### src/an_pkg_fix_note_unused.sv
`timescale 1ns/1ps
`default_nettype none
`default_nettype wire

### src/an_pkg.sv
`default_nettype none
package an_pkg;
   localparam int WORD_W = 16;
   localparam int SEL_W = 5;
   localparam int ABIL_LSB = 5;
   localparam int ABIL_W = 8;
   localparam int CODE_W = 11;
   localparam int USR_N = 4;
   localparam int USR_W = USR_N * CODE_W;
   localparam int OUI_W = 24;
   localparam int PHY_W = 32;
   localparam int MP_BIT = 13;
   localparam int NP_BIT = 15;
   localparam int CMD_BASE_BIT = 16;
   localparam logic [4:0] SEL_RSV_LO = 5'h00;
   localparam logic [4:0] SEL_ETH = 5'h01;
   localparam logic [4:0] SEL_ISOCH = 5'h02;
   localparam logic [4:0] SEL_RSV_HI = 5'h1F;
   localparam logic [7:0] ABIL_DEFINED = 8'h1F;
   localparam int A_10 = 0;
   localparam int A_10FD = 1;
   localparam int A_TX = 2;
   localparam int A_TXFD = 3;
   localparam int A_T4 = 4;
   typedef logic [CODE_W-1:0] ucode_t;
   localparam ucode_t MC_RSV_LO = 11'h000;
   localparam ucode_t MC_NULL = 11'h001;
   localparam ucode_t MC_TECH1 = 11'h002;
   localparam ucode_t MC_TECH2 = 11'h003;
   localparam ucode_t MC_FAULT = 11'h004;
   localparam ucode_t MC_OUI = 11'h005;
   localparam ucode_t MC_PHYID = 11'h006;
   localparam ucode_t MC_RSV_HI = 11'h7FF;
   localparam logic [1:0] FT_SELFTEST = 2'h0;
   localparam logic [1:0] FT_LINK_LOSS = 2'h1;
   localparam logic [1:0] FT_JABBER = 2'h2;
   localparam logic [1:0] FT_PARALLEL = 2'h3;
   // error flag positions
   localparam int E_SEL = 0;
   localparam int E_CODE = 1;
   localparam int E_ORPHAN = 2;
   localparam int E_REFUSED = 3;
   localparam int ERR_W = 4;
   typedef enum logic [2:0] {
      TECH_TXFD = 3'h0, TECH_T4 = 3'h1, TECH_TX = 3'h2, TECH_10FD = 3'h3,
      TECH_10 = 3'h4, TECH_VENDOR = 3'h5, TECH_NONE = 3'h7
   } tech_t;
   typedef enum logic [1:0] {ST_IDLE = 2'b01, ST_SEND = 2'b10} tx_st_t;

   function automatic logic [2:0] user_count(input ucode_t c);
      case (c)
         MC_TECH1, MC_FAULT: return 3'h1;
         MC_TECH2: return 3'h2;
         MC_OUI, MC_PHYID: return 3'h4;
         default: return 3'h0;
      endcase
   endfunction

   function automatic logic legal_code(input ucode_t c);
      return (c >= MC_NULL) && (c <= MC_PHYID);
   endfunction

   function automatic logic [WORD_W-1:0] base_word(input logic [7:0] abil,
                                                   input logic np);
      logic [WORD_W-1:0] w;
      w = '0;
      w[SEL_W-1:0] = SEL_ETH;
      w[ABIL_LSB +: ABIL_W] = abil & ABIL_DEFINED;
      w[NP_BIT] = np;
      return w;
   endfunction

   // word i of a message: 0 is the message page, 1.. the user codes
   function automatic logic [WORD_W-1:0] msg_word(input ucode_t code,
      input logic [2:0] i, input logic [OUI_W-1:0] oui,
      input logic [PHY_W-1:0] phy, input logic [USR_W-1:0] usr,
      input logic np_more);
      logic [WORD_W-1:0] w;
      ucode_t u;
      int k;
      w = '0;
      k = 0;
      u = code;
      if (i != 3'h0) begin
         k = int'(i) - 1;
         u = usr[k*CODE_W +: CODE_W];
         if (code == MC_OUI) begin
            case (k)
               0: u = oui[23:13];
               1: u = oui[12:2];
               2: u = {oui[1:0], 9'h000};
               default: u = usr[3*CODE_W +: CODE_W];
            endcase
         end else if (code == MC_PHYID) begin
            case (k)
               0: u = phy[31:21];
               1: u = {phy[20:16], phy[15:10]};
               2: u = {phy[9:0], usr[2*CODE_W]};
               default: u = usr[3*CODE_W +: CODE_W];
            endcase
         end else if (code == MC_FAULT) begin
            u = {9'h000, usr[1:0]};
         end
      end
      w[CODE_W-1:0] = u;
      w[MP_BIT] = (i == 3'h0);
      w[NP_BIT] = (i < user_count(code)) ? 1'b1 : np_more;
      return w;
   endfunction

   function automatic tech_t resolve(input logic [7:0] common,
                                     input logic vendor,
                                     input logic [2:0] vrank);
      tech_t t;
      if (common[A_TXFD]) t = TECH_TXFD;
      else if (common[A_T4]) t = TECH_T4;
      else if (common[A_TX]) t = TECH_TX;
      else if (common[A_10FD]) t = TECH_10FD;
      else if (common[A_10]) t = TECH_10;
      else t = TECH_NONE;
      // vendor slots in above the standard ranks it outranks, order kept
      if (vendor && (3'(t) >= vrank)) t = TECH_VENDOR;
      return t;
   endfunction
endpackage
`default_nettype wire

### src/an_link_if.sv
`timescale 1ns/1ps
`default_nettype none
interface an_link_if;
   logic [15:0] dev_word;
   logic dev_valid;
   logic [15:0] lp_word;
   logic lp_valid;
   modport dev (output dev_word, output dev_valid,
                input lp_word, input lp_valid);
   modport partner (input dev_word, input dev_valid,
                    output lp_word, output lp_valid);
endinterface
`default_nettype wire

### src/an_device.sv
// Behaviour
// - five-bit message class field per code word
// - never send reserved class encodings
// - base page class value is 00001
// - abilities in bits D5..D12, A0 upward
// - A0..A4 map to the five standard technologies
// - reserved abilities A5..A7 sent as zero
// - pick highest common technology, fixed order
// - vendor technology ranks anywhere, standard order kept
// - message page precedes every unformatted run
// - message code eleven bits, undefined values reserved
// - never send message codes 0 or 2047
// - send null message when nothing left
// - codes 2 and 3 announce ability user codes
// - code 4 carries one fault type user code
// - fault type 3 reports parallel detection fault
// - organization tag: code five, four user codes
// - organization identifier split over three user codes
// - transceiver tag: code six, four user codes
// - transceiver identifier split over three user codes
//
// Added by the designer: strobed register access and the register offsets.
`timescale 1ns/1ps
`default_nettype none
module an_device #(
   parameter int ADDR_W = 8,
   parameter logic [2:0] VENDOR_RANK = 3'h5
) (
   input wire logic clk,
   input wire logic rst_n,
   input wire logic [ADDR_W-1:0] addr,
   input wire logic [31:0] wdata,
   input wire logic wr,
   input wire logic rd,
   output logic [31:0] rdata,
   input wire logic pdf_status,
   an_link_if.dev link
);
   localparam logic [ADDR_W-1:0] REG_CTRL = 8'h00;
   localparam logic [ADDR_W-1:0] REG_LOC_ABIL = 8'h04;
   localparam logic [ADDR_W-1:0] REG_CMD = 8'h08;
   localparam logic [ADDR_W-1:0] REG_TXU0 = 8'h0C;
   localparam logic [ADDR_W-1:0] REG_TXU1 = 8'h10;
   localparam logic [ADDR_W-1:0] REG_TXU2 = 8'h14;
   localparam logic [ADDR_W-1:0] REG_TXU3 = 8'h18;
   localparam logic [ADDR_W-1:0] REG_OUI = 8'h1C;
   localparam logic [ADDR_W-1:0] REG_PHYID = 8'h20;
   localparam logic [ADDR_W-1:0] REG_LP_ABIL = 8'h30;
   localparam logic [ADDR_W-1:0] REG_RESULT = 8'h34;
   localparam logic [ADDR_W-1:0] REG_RXMSG = 8'h38;
   localparam logic [ADDR_W-1:0] REG_RXU01 = 8'h3C;
   localparam logic [ADDR_W-1:0] REG_RXU23 = 8'h40;
   localparam logic [ADDR_W-1:0] REG_ERR = 8'h44;
   localparam logic [ADDR_W-1:0] REG_STATUS = 8'h48;
   localparam int C_NP = 0;
   localparam int C_NULL_EN = 1;
   localparam int C_RESTART = 2;
   localparam int C_VENDOR = 3;
   localparam int C_PDF_EN = 4;
   localparam logic [4:0] CTRL_RESET = 5'h02;
   localparam logic [7:0] ABIL_RESET = 8'h1F;

   logic [4:0] ctrl_q;
   logic [7:0] loc_abil_q;
   logic [43:0] usr_q;
   logic [23:0] oui_q;
   logic [31:0] phy_q;
   an_pkg::tx_st_t st_q;
   an_pkg::ucode_t code_q;
   logic base_q;
   logic [2:0] idx_q;
   logic [2:0] len_q;
   logic rx_base_q;
   logic [7:0] lp_abil_q;
   an_pkg::ucode_t rx_code_q;
   logic [2:0] need_q;
   logic [2:0] ridx_q;
   logic [43:0] rx_usr_q;
   logic [3:0] err_q;
   logic [3:0] err_set;
   an_pkg::tech_t result_q;
   logic cmd_wr;
   logic cmd_base;
   an_pkg::ucode_t cmd_code;
   logic cmd_ok;
   logic restart;
   logic auto_null;
   logic [43:0] usr_eff;
   logic [15:0] w;
   an_pkg::ucode_t w_code;

   assign cmd_wr = wr && (addr == REG_CMD);
   assign cmd_base = wdata[an_pkg::CMD_BASE_BIT];
   assign cmd_code = wdata[an_pkg::CODE_W-1:0];
   // a refused command leaves the link untouched; software sees the flag
   assign cmd_ok = cmd_wr && (st_q == an_pkg::ST_IDLE) &&
      (cmd_base || an_pkg::legal_code(cmd_code));
   assign restart = wr && (addr == REG_CTRL) && wdata[C_RESTART];
   // answer a partner next page with a null page when idle and nothing is queued
   assign auto_null = ctrl_q[C_NULL_EN] && link.lp_valid && rx_base_q &&
      (st_q == an_pkg::ST_IDLE) && !cmd_wr;
   // fault type follows the parallel detection status while enabled
   assign usr_eff = (ctrl_q[C_PDF_EN] && pdf_status) ?
      {usr_q[43:2], an_pkg::FT_PARALLEL} : usr_q;
   assign w = link.lp_word;
   assign w_code = w[an_pkg::CODE_W-1:0];

   always_ff @(posedge clk or negedge rst_n) begin
      if (!rst_n) begin
         ctrl_q <= CTRL_RESET;
         loc_abil_q <= ABIL_RESET;
         usr_q <= '0;
         oui_q <= '0;
         phy_q <= '0;
      end else if (wr) begin
         if (addr == REG_CTRL) begin
            ctrl_q <= wdata[4:0];
            ctrl_q[C_RESTART] <= 1'b0;
         end else if (addr == REG_LOC_ABIL) begin
            loc_abil_q <= wdata[7:0];
         end else if (addr == REG_TXU0) begin
            usr_q[10:0] <= wdata[10:0];
         end else if (addr == REG_TXU1) begin
            usr_q[21:11] <= wdata[10:0];
         end else if (addr == REG_TXU2) begin
            usr_q[32:22] <= wdata[10:0];
         end else if (addr == REG_TXU3) begin
            usr_q[43:33] <= wdata[10:0];
         end else if (addr == REG_OUI) begin
            oui_q <= wdata[23:0];
         end else if (addr == REG_PHYID) begin
            phy_q <= wdata;
         end
      end
   end

   always_ff @(posedge clk or negedge rst_n) begin
      if (!rst_n) begin
         st_q <= an_pkg::ST_IDLE;
         code_q <= an_pkg::MC_NULL;
         base_q <= 1'b0;
         idx_q <= 3'h0;
         len_q <= 3'h1;
      end else begin
         case (st_q)
            an_pkg::ST_IDLE: begin
               if (cmd_ok) begin
                  st_q <= an_pkg::ST_SEND;
                  base_q <= cmd_base;
                  code_q <= cmd_code;
                  idx_q <= 3'h0;
                  len_q <= cmd_base ? 3'h1 :
                     3'h1 + an_pkg::user_count(cmd_code);
               end else if (auto_null) begin
                  st_q <= an_pkg::ST_SEND;
                  base_q <= 1'b0;
                  code_q <= an_pkg::MC_NULL;
                  idx_q <= 3'h0;
                  len_q <= 3'h1;
               end
            end
            an_pkg::ST_SEND: begin
               idx_q <= idx_q + 3'h1;
               if (idx_q == len_q - 3'h1) st_q <= an_pkg::ST_IDLE;
            end
            default: st_q <= an_pkg::ST_IDLE;
         endcase
      end
   end

   always_ff @(posedge clk or negedge rst_n) begin
      if (!rst_n) begin
         link.dev_word <= 16'h0000;
         link.dev_valid <= 1'b0;
      end else begin
         link.dev_valid <= (st_q == an_pkg::ST_SEND);
         link.dev_word <= base_q ?
            an_pkg::base_word(loc_abil_q, ctrl_q[C_NP]) :
            an_pkg::msg_word(code_q, idx_q, oui_q, phy_q, usr_eff,
                             ctrl_q[C_NP]);
      end
   end

   always_comb begin
      err_set = 4'h0;
      err_set[an_pkg::E_REFUSED] = cmd_wr && !cmd_ok;
      if (link.lp_valid) begin
         if (!rx_base_q) begin
            err_set[an_pkg::E_SEL] = (w[an_pkg::SEL_W-1:0] !=
                                      an_pkg::SEL_ETH);
         end else if (w[an_pkg::MP_BIT]) begin
            err_set[an_pkg::E_CODE] = !an_pkg::legal_code(w_code);
         end else begin
            err_set[an_pkg::E_ORPHAN] = (need_q == 3'h0);
         end
      end
   end

   always_ff @(posedge clk or negedge rst_n) begin
      if (!rst_n) begin
         rx_base_q <= 1'b0;
         lp_abil_q <= 8'h00;
         rx_code_q <= an_pkg::MC_RSV_LO;
         need_q <= 3'h0;
         ridx_q <= 3'h0;
         rx_usr_q <= '0;
      end else if (restart) begin
         rx_base_q <= 1'b0;
         need_q <= 3'h0;
      end else if (link.lp_valid) begin
         if (!rx_base_q) begin
            if (!err_set[an_pkg::E_SEL]) begin
               rx_base_q <= 1'b1;
               lp_abil_q <= w[an_pkg::ABIL_LSB +: an_pkg::ABIL_W];
            end
         end else if (w[an_pkg::MP_BIT]) begin
            need_q <= err_set[an_pkg::E_CODE] ? 3'h0 :
               an_pkg::user_count(w_code);
            ridx_q <= 3'h0;
            if (!err_set[an_pkg::E_CODE]) rx_code_q <= w_code;
         end else if (need_q != 3'h0) begin
            rx_usr_q[ridx_q*an_pkg::CODE_W +: an_pkg::CODE_W] <= w_code;
            ridx_q <= ridx_q + 3'h1;
            need_q <= need_q - 3'h1;
         end
      end
   end

   // write-one-to-clear; a new event in the same cycle keeps its flag
   always_ff @(posedge clk or negedge rst_n) begin
      if (!rst_n) begin
         err_q <= 4'h0;
      end else begin
         err_q <= (err_q & ~((wr && addr == REG_ERR) ? wdata[3:0] : 4'h0))
                  | err_set;
      end
   end

   // result is held at none until a partner base page has arrived
   always_ff @(posedge clk or negedge rst_n) begin
      if (!rst_n) begin
         result_q <= an_pkg::TECH_NONE;
      end else begin
         result_q <= rx_base_q ?
            an_pkg::resolve(loc_abil_q & lp_abil_q & an_pkg::ABIL_DEFINED,
                            ctrl_q[C_VENDOR], VENDOR_RANK) :
            an_pkg::TECH_NONE;
      end
   end

   always_ff @(posedge clk or negedge rst_n) begin
      if (!rst_n) begin
         rdata <= 32'h00000000;
      end else if (rd) begin
         if (addr == REG_CTRL) rdata <= {27'h0, ctrl_q};
         else if (addr == REG_LOC_ABIL) rdata <= {24'h0, loc_abil_q};
         else if (addr == REG_TXU0) rdata <= {21'h0, usr_q[10:0]};
         else if (addr == REG_TXU1) rdata <= {21'h0, usr_q[21:11]};
         else if (addr == REG_TXU2) rdata <= {21'h0, usr_q[32:22]};
         else if (addr == REG_TXU3) rdata <= {21'h0, usr_q[43:33]};
         else if (addr == REG_OUI) rdata <= {8'h0, oui_q};
         else if (addr == REG_PHYID) rdata <= phy_q;
         else if (addr == REG_LP_ABIL) rdata <= {24'h0, lp_abil_q};
         else if (addr == REG_RESULT) rdata <= {29'h0, result_q};
         else if (addr == REG_RXMSG) rdata <= {18'h0, need_q, rx_code_q};
         else if (addr == REG_RXU01) rdata <= {5'h0, rx_usr_q[21:11],
                                               5'h0, rx_usr_q[10:0]};
         else if (addr == REG_RXU23) rdata <= {5'h0, rx_usr_q[43:33],
                                               5'h0, rx_usr_q[32:22]};
         else if (addr == REG_ERR) rdata <= {28'h0, err_q};
         else if (addr == REG_STATUS) rdata <= {30'h0, rx_base_q,
                                                st_q == an_pkg::ST_SEND};
         else rdata <= 32'h00000000;
      end else begin
         rdata <= 32'h00000000;
      end
   end
endmodule // an_device
`default_nettype wire

### src/flat_wrapper.sv
// flat-port wrapper written by rule: the top's interface ports become plain ports
module an_device_flat 
#(
   parameter int ADDR_W = 8,
   parameter logic [2:0] VENDOR_RANK = 3'h5
)
  (clk, rst_n, addr, wdata, wr, rd, rdata, pdf_status, link_dev_word, link_dev_valid, link_lp_word, link_lp_valid);
  an_link_if link_i ();
  input wire logic clk;
  input wire logic rst_n;
  input wire logic [ADDR_W-1:0] addr;
  input wire logic [31:0] wdata;
  input wire logic wr;
  input wire logic rd;
  output logic [31:0] rdata;
  input wire logic pdf_status;
  output wire logic [$bits(link_i.dev_word)-1:0] link_dev_word;
  output wire logic [$bits(link_i.dev_valid)-1:0] link_dev_valid;
  input wire logic [$bits(link_i.lp_word)-1:0] link_lp_word;
  input wire logic [$bits(link_i.lp_valid)-1:0] link_lp_valid;
  assign link_dev_word = link_i.dev_word;
  assign link_dev_valid = link_i.dev_valid;
  assign link_i.lp_word = link_lp_word;
  assign link_i.lp_valid = link_lp_valid;
  an_device #(.ADDR_W(ADDR_W), .VENDOR_RANK(VENDOR_RANK)) u_core (.clk(clk), .rst_n(rst_n), .addr(addr), .wdata(wdata), .wr(wr), .rd(rd), .rdata(rdata), .pdf_status(pdf_status), .link(link_i));
endmodule
### config.mk
export PLATFORM = sky130hd
export DESIGN_NAME = an_device_flat
export DESIGN_NICKNAME = d
export VERILOG_FILES = /design/src/an_pkg_fix_note_unused.sv /design/src/an_pkg.sv /design/src/an_link_if.sv /design/src/an_device.sv /design/src/flat_wrapper.sv
export SDC_FILE = /design/constraint.sdc
export NUM_CORES = 1
export LEC_CHECK = 0
export ABC_CLOCK_PERIOD_IN_PS = 4200
export CAP_MARGIN = 15
export CORE_MARGIN = 3
export CORE_UTILIZATION = 25
export CTS_BUF_LIST = sky130_fd_sc_hd__clkbuf_4 sky130_fd_sc_hd__clkbuf_8 sky130_fd_sc_hd__clkbuf_16
export DETAILED_ROUTE_END_ITERATION = 8
export DONT_BUFFER_PORTS = 1
export PLACE_DENSITY_LB_ADDON = 0.12
export SETUP_SLACK_MARGIN = 0.02
export SKIP_CTS_REPAIR_TIMING = 1
export SLEW_MARGIN = 20
export SYNTH_ARGS = -nofsm -noshare
export SYNTH_HDL_FRONTEND = slang
export SYNTH_SLANG_ARGS = --single-unit
### constraint.sdc
create_clock -name clk -period 4.2 [get_ports clk]
set_input_delay 1.05 -clock clk [delete_from_list [all_inputs] [get_ports clk]]
set_output_delay 1.05 -clock clk [all_outputs]
set_load 0.01 [all_outputs]
==> results.yml <==
status:
  status: "finished clean"
critical_path:
  cpMostUsedCell: "ha_1"
  slowest_delay_ns: 0.49
  regToRegStartpoint: "u_core.idx_q[0]"
  end_kind: "flip-flop"
  cp_top_family: "compound AO/OA/AOI/OAI gates"
  arrival_ns: 4.45
  cpMaxStageDelayCell: "or3_1"
  crit_fanout: 5
  critPathLaunchType: "flip-flop"
  cp_cell_sequence: "clkinvlp_4 -> ha_1 -> xor2_1 -> ha_1 -> a22o_1 -> ha_1 -> inv_1 -> fa_2 -> nor2b_2 -> o21ai_4 -> xnor2_2 -> or3_1 -> a211o_1 -> a311oi_2 -> o31ai_1 -> o211ai_1"
  critPathLaunch: "u_core.idx_q[0]"
  path_buf_inv: 2
  cp.required_ns: 4.65
  critPathKind: "flip-flop to flip-flop"
cells_and_area:
  multi_input_area_sq_um: 7800
  fin_util_pct: 29.3
  finalNetCount: 1482
  fillers: 6014
  syn_to_final_growth_pct: 15.1
  regArea_sq_um: 6400
  final_cell_area_sq_um: 17000
  fin_cells: 2186
  drive_gt1_share_pct: 19.7
flow_run:
  maxCapViolations: 0
drt:
  vias_per_cell: 5.42
  drt-initial-drc-count: 1241
  routed_wl_um: 60300
  wl_per_cell_um: 27.6
  first_pass_iters: 8
  drc: 0
  ant_nets: 0
  vias: 11900
placement:
  place_hpwl_um: 44600
  dpl-instance-area_sq_um: 15700
  port_buffers: 0
  place.gp.congestion: 0.885
  placed_cells: 2119
die:
  fp.coreArea_sq_um: 58000
  start_util_pct: 25.4
  die_height_um: 249
  die-area_sq_um: 62000
  die_w_um: 249
  io_pins: 111
  core.rowCount: 88
timing:
  fin_tns_setup_ns: 0
  tightestPinTransition_ns: 0.925
  slew_headroom_pct: 38.3
  fin_skew_ns: 0.0280
  final_hold_viol_count: 0
  setup_viol_count_final: 0
  hold_ws_ns: 0.218
  rsz0062_at_grt: "true"
  max_freq_ghz: 0.249
  fin_crit_sh_pct: 95.5
  finalMaxSlewViolations: 0
  min_period_ns: 4.01
synth:
  synth_edf_count: 0
  ys_seq_area_share_pct: 43.3
  netlist_area_sq_um: 14800
  ys_warn_count: 0
  synth-main-ff-cell: "dfrtp_1"
  yosys.area.top_type: "dfrtp_1"
  yosysUniqueCellTypes: 80
  netlist_instances: 1397
  synth.most_common_cell: "dfrtp_1"
  synth_top_area_share_pct: 41.2
  syn_area_per_cell_sq_um: 10.6
  yosys-top-cells-area: "dfrtp_1, mux4_2, mux2_2"
  ys_seq_elements: 255
  synth_commonest_cells: "dfrtp_1, nand2_1, nor2_1, mux2_2, mux2_1"
  synthArstFlopShare_pct: 100
power:
  powerDensity_nw_per_um2: 705
  leakage_nw: 7.36
  vdd_ir_drop_max_mv: 0.727
clock_tree:
  cts-root-buf: "clkbuf_16"
  cts_buffer_depth: 3
  cts_inserted_buffers: 36
  clk_pin_slew_ns: 0.06
  clk_latency_ns: 0.56
  cts_sinks: 255
  cts_tree: "done"
  htreeDepth: 2
global_routing:
  gr-usage-all-layers_pct: 19.0
  grt.overflow.total: 0
  grt_max_degree: 256
  grt_pass1_vias: 11800
  grt_pass1_wl_um: 87500
  antenna_found_initial: 3
hold_path:
  min_path_type: "input port to asynchronous set/reset pin"
==> stage by stage <==
step	power, mW	setup WS, ns
floorplan	6.91	0.0292
global placement	8.90	0.135
detailed placement	8.83	0.108
CTS	12.0	0.0639
global route	12.7	-0.000445
finish	12.0	0.191
==> layout by cell type (no fill, tap or decap), types with 13 or more instances in the layout <==
cell type / synthesis / layout
a21oi_1: 71 / 69
a221oi_1: 18 / 18
a222oi_1: 21 / 21
a22o_1: 17 / 17
a22oi_1: 38 / 38
a31oi_1: 14 / 14
buf_4: 7 / 61
clkbuf_16: 0 / 36
dfrtp_1: 243 / 242
ha_1: 27 / 27
inv_1: 30 / 29
mux2_1: 72 / 72
mux2_2: 77 / 77
mux2i_1: 51 / 51
mux4_2: 39 / 39
nand2_1: 143 / 143
nand3_1: 33 / 33
nor2_1: 84 / 83
nor2b_1: 15 / 14
nor3_1: 23 / 23
o21ai_0: 29 / 29
o21ai_1: 29 / 29
o22ai_1: 23 / 23
or3_1: 13 / 13
==> power by group <==
group | internal (mW) | total, mW | leakage [nW] | switching (mW)
clock network | 1.85 | 3.08 | 0.611 | 1.23
logic | 2.28 | 5.86 | 3.31 | 3.58
registers | 2.74 | 3.03 | 3.44 | 0.294
==> area by class of cell <==
class,instances,area share (%)
multi-input cells,1003,45.9
well taps,765,5.64
flip-flops and latches,255,37.7
clock inverters,12,0.612
diodes,1,0.0147
clock buffers,54,6.54
repair buffers,62,2.81
inverters,34,0.788
==> logic make-up (layout without fill, tap and decap cells) <==
family,after synthesis,count (layout),synth area share [%]
other,1,4,0.0254
and+or+nand+nor,380,380,12.4
DFF,255,255,43.3
adders and majority gates,28,28,2.42
buffers and inverters,141,162,4.17
AOI/OAI and AO/OA,333,333,15.7
xor gates and xnor gates,20,20,1.19
muxes,239,239,20.8
==> worst register-to-register path: stages (launching register included) <==
cell	delay (ns)
dfrtp_2	0.38
clkinvlp_4	0.12
ha_1	0.24
xor2_1	0.15
ha_1	0.19
a22o_1	0.22
ha_1	0.29
inv_1	0.06
fa_2	0.43
nor2b_2	0.18
o21ai_4	0.09
xnor2_2	0.15
or3_1	0.49
a211o_1	0.29
a311oi_2	0.36
o31ai_1	0.12
o211ai_1	0.14
==> path summary, 6_finish.rpt <==
kind / end / slack, ns / depth (start not counted)
setup / recovery: u_core.link.dev_word[5] / 0.19 / 16
hold / removal: u_core.link.dev_valid / 0.22 / 0
setup reg to reg: u_core.link.dev_word[5] / 0.19 / 16
hold reg to reg: u_core.rx_usr_q[12] / 0.48 / 2
max in group asynchronous: u_core.link.dev_word[0] / 3.24 / 0
min in group clk: u_core.rx_usr_q[12] / 0.48 / 2
==> sequential cells by signal (all words and copies together) (netlist names), 8 cells and up <==
register,flops
u_core.phy_q,32
u_core.link.dev_word,13
u_core.usr_q,44
u_core.oui_q,24
u_core.loc_abil_q,8
u_core.code_q,11
u_core.rx_usr_q,44
u_core.lp_abil_q,8
u_core.rdata,32
u_core.rx_code_q,11
==> routing by layer <==
layer,up-vias,global-route usage [%],routed length [um]
met5,-,0,40
met4,6,5.80,1760
met3,100,4.96,4250
met2,384,29.8,27600
met1,6104,25.7,26600
li1,5265,-,-
Note: power is estimated with default switching activity, not from simulation.
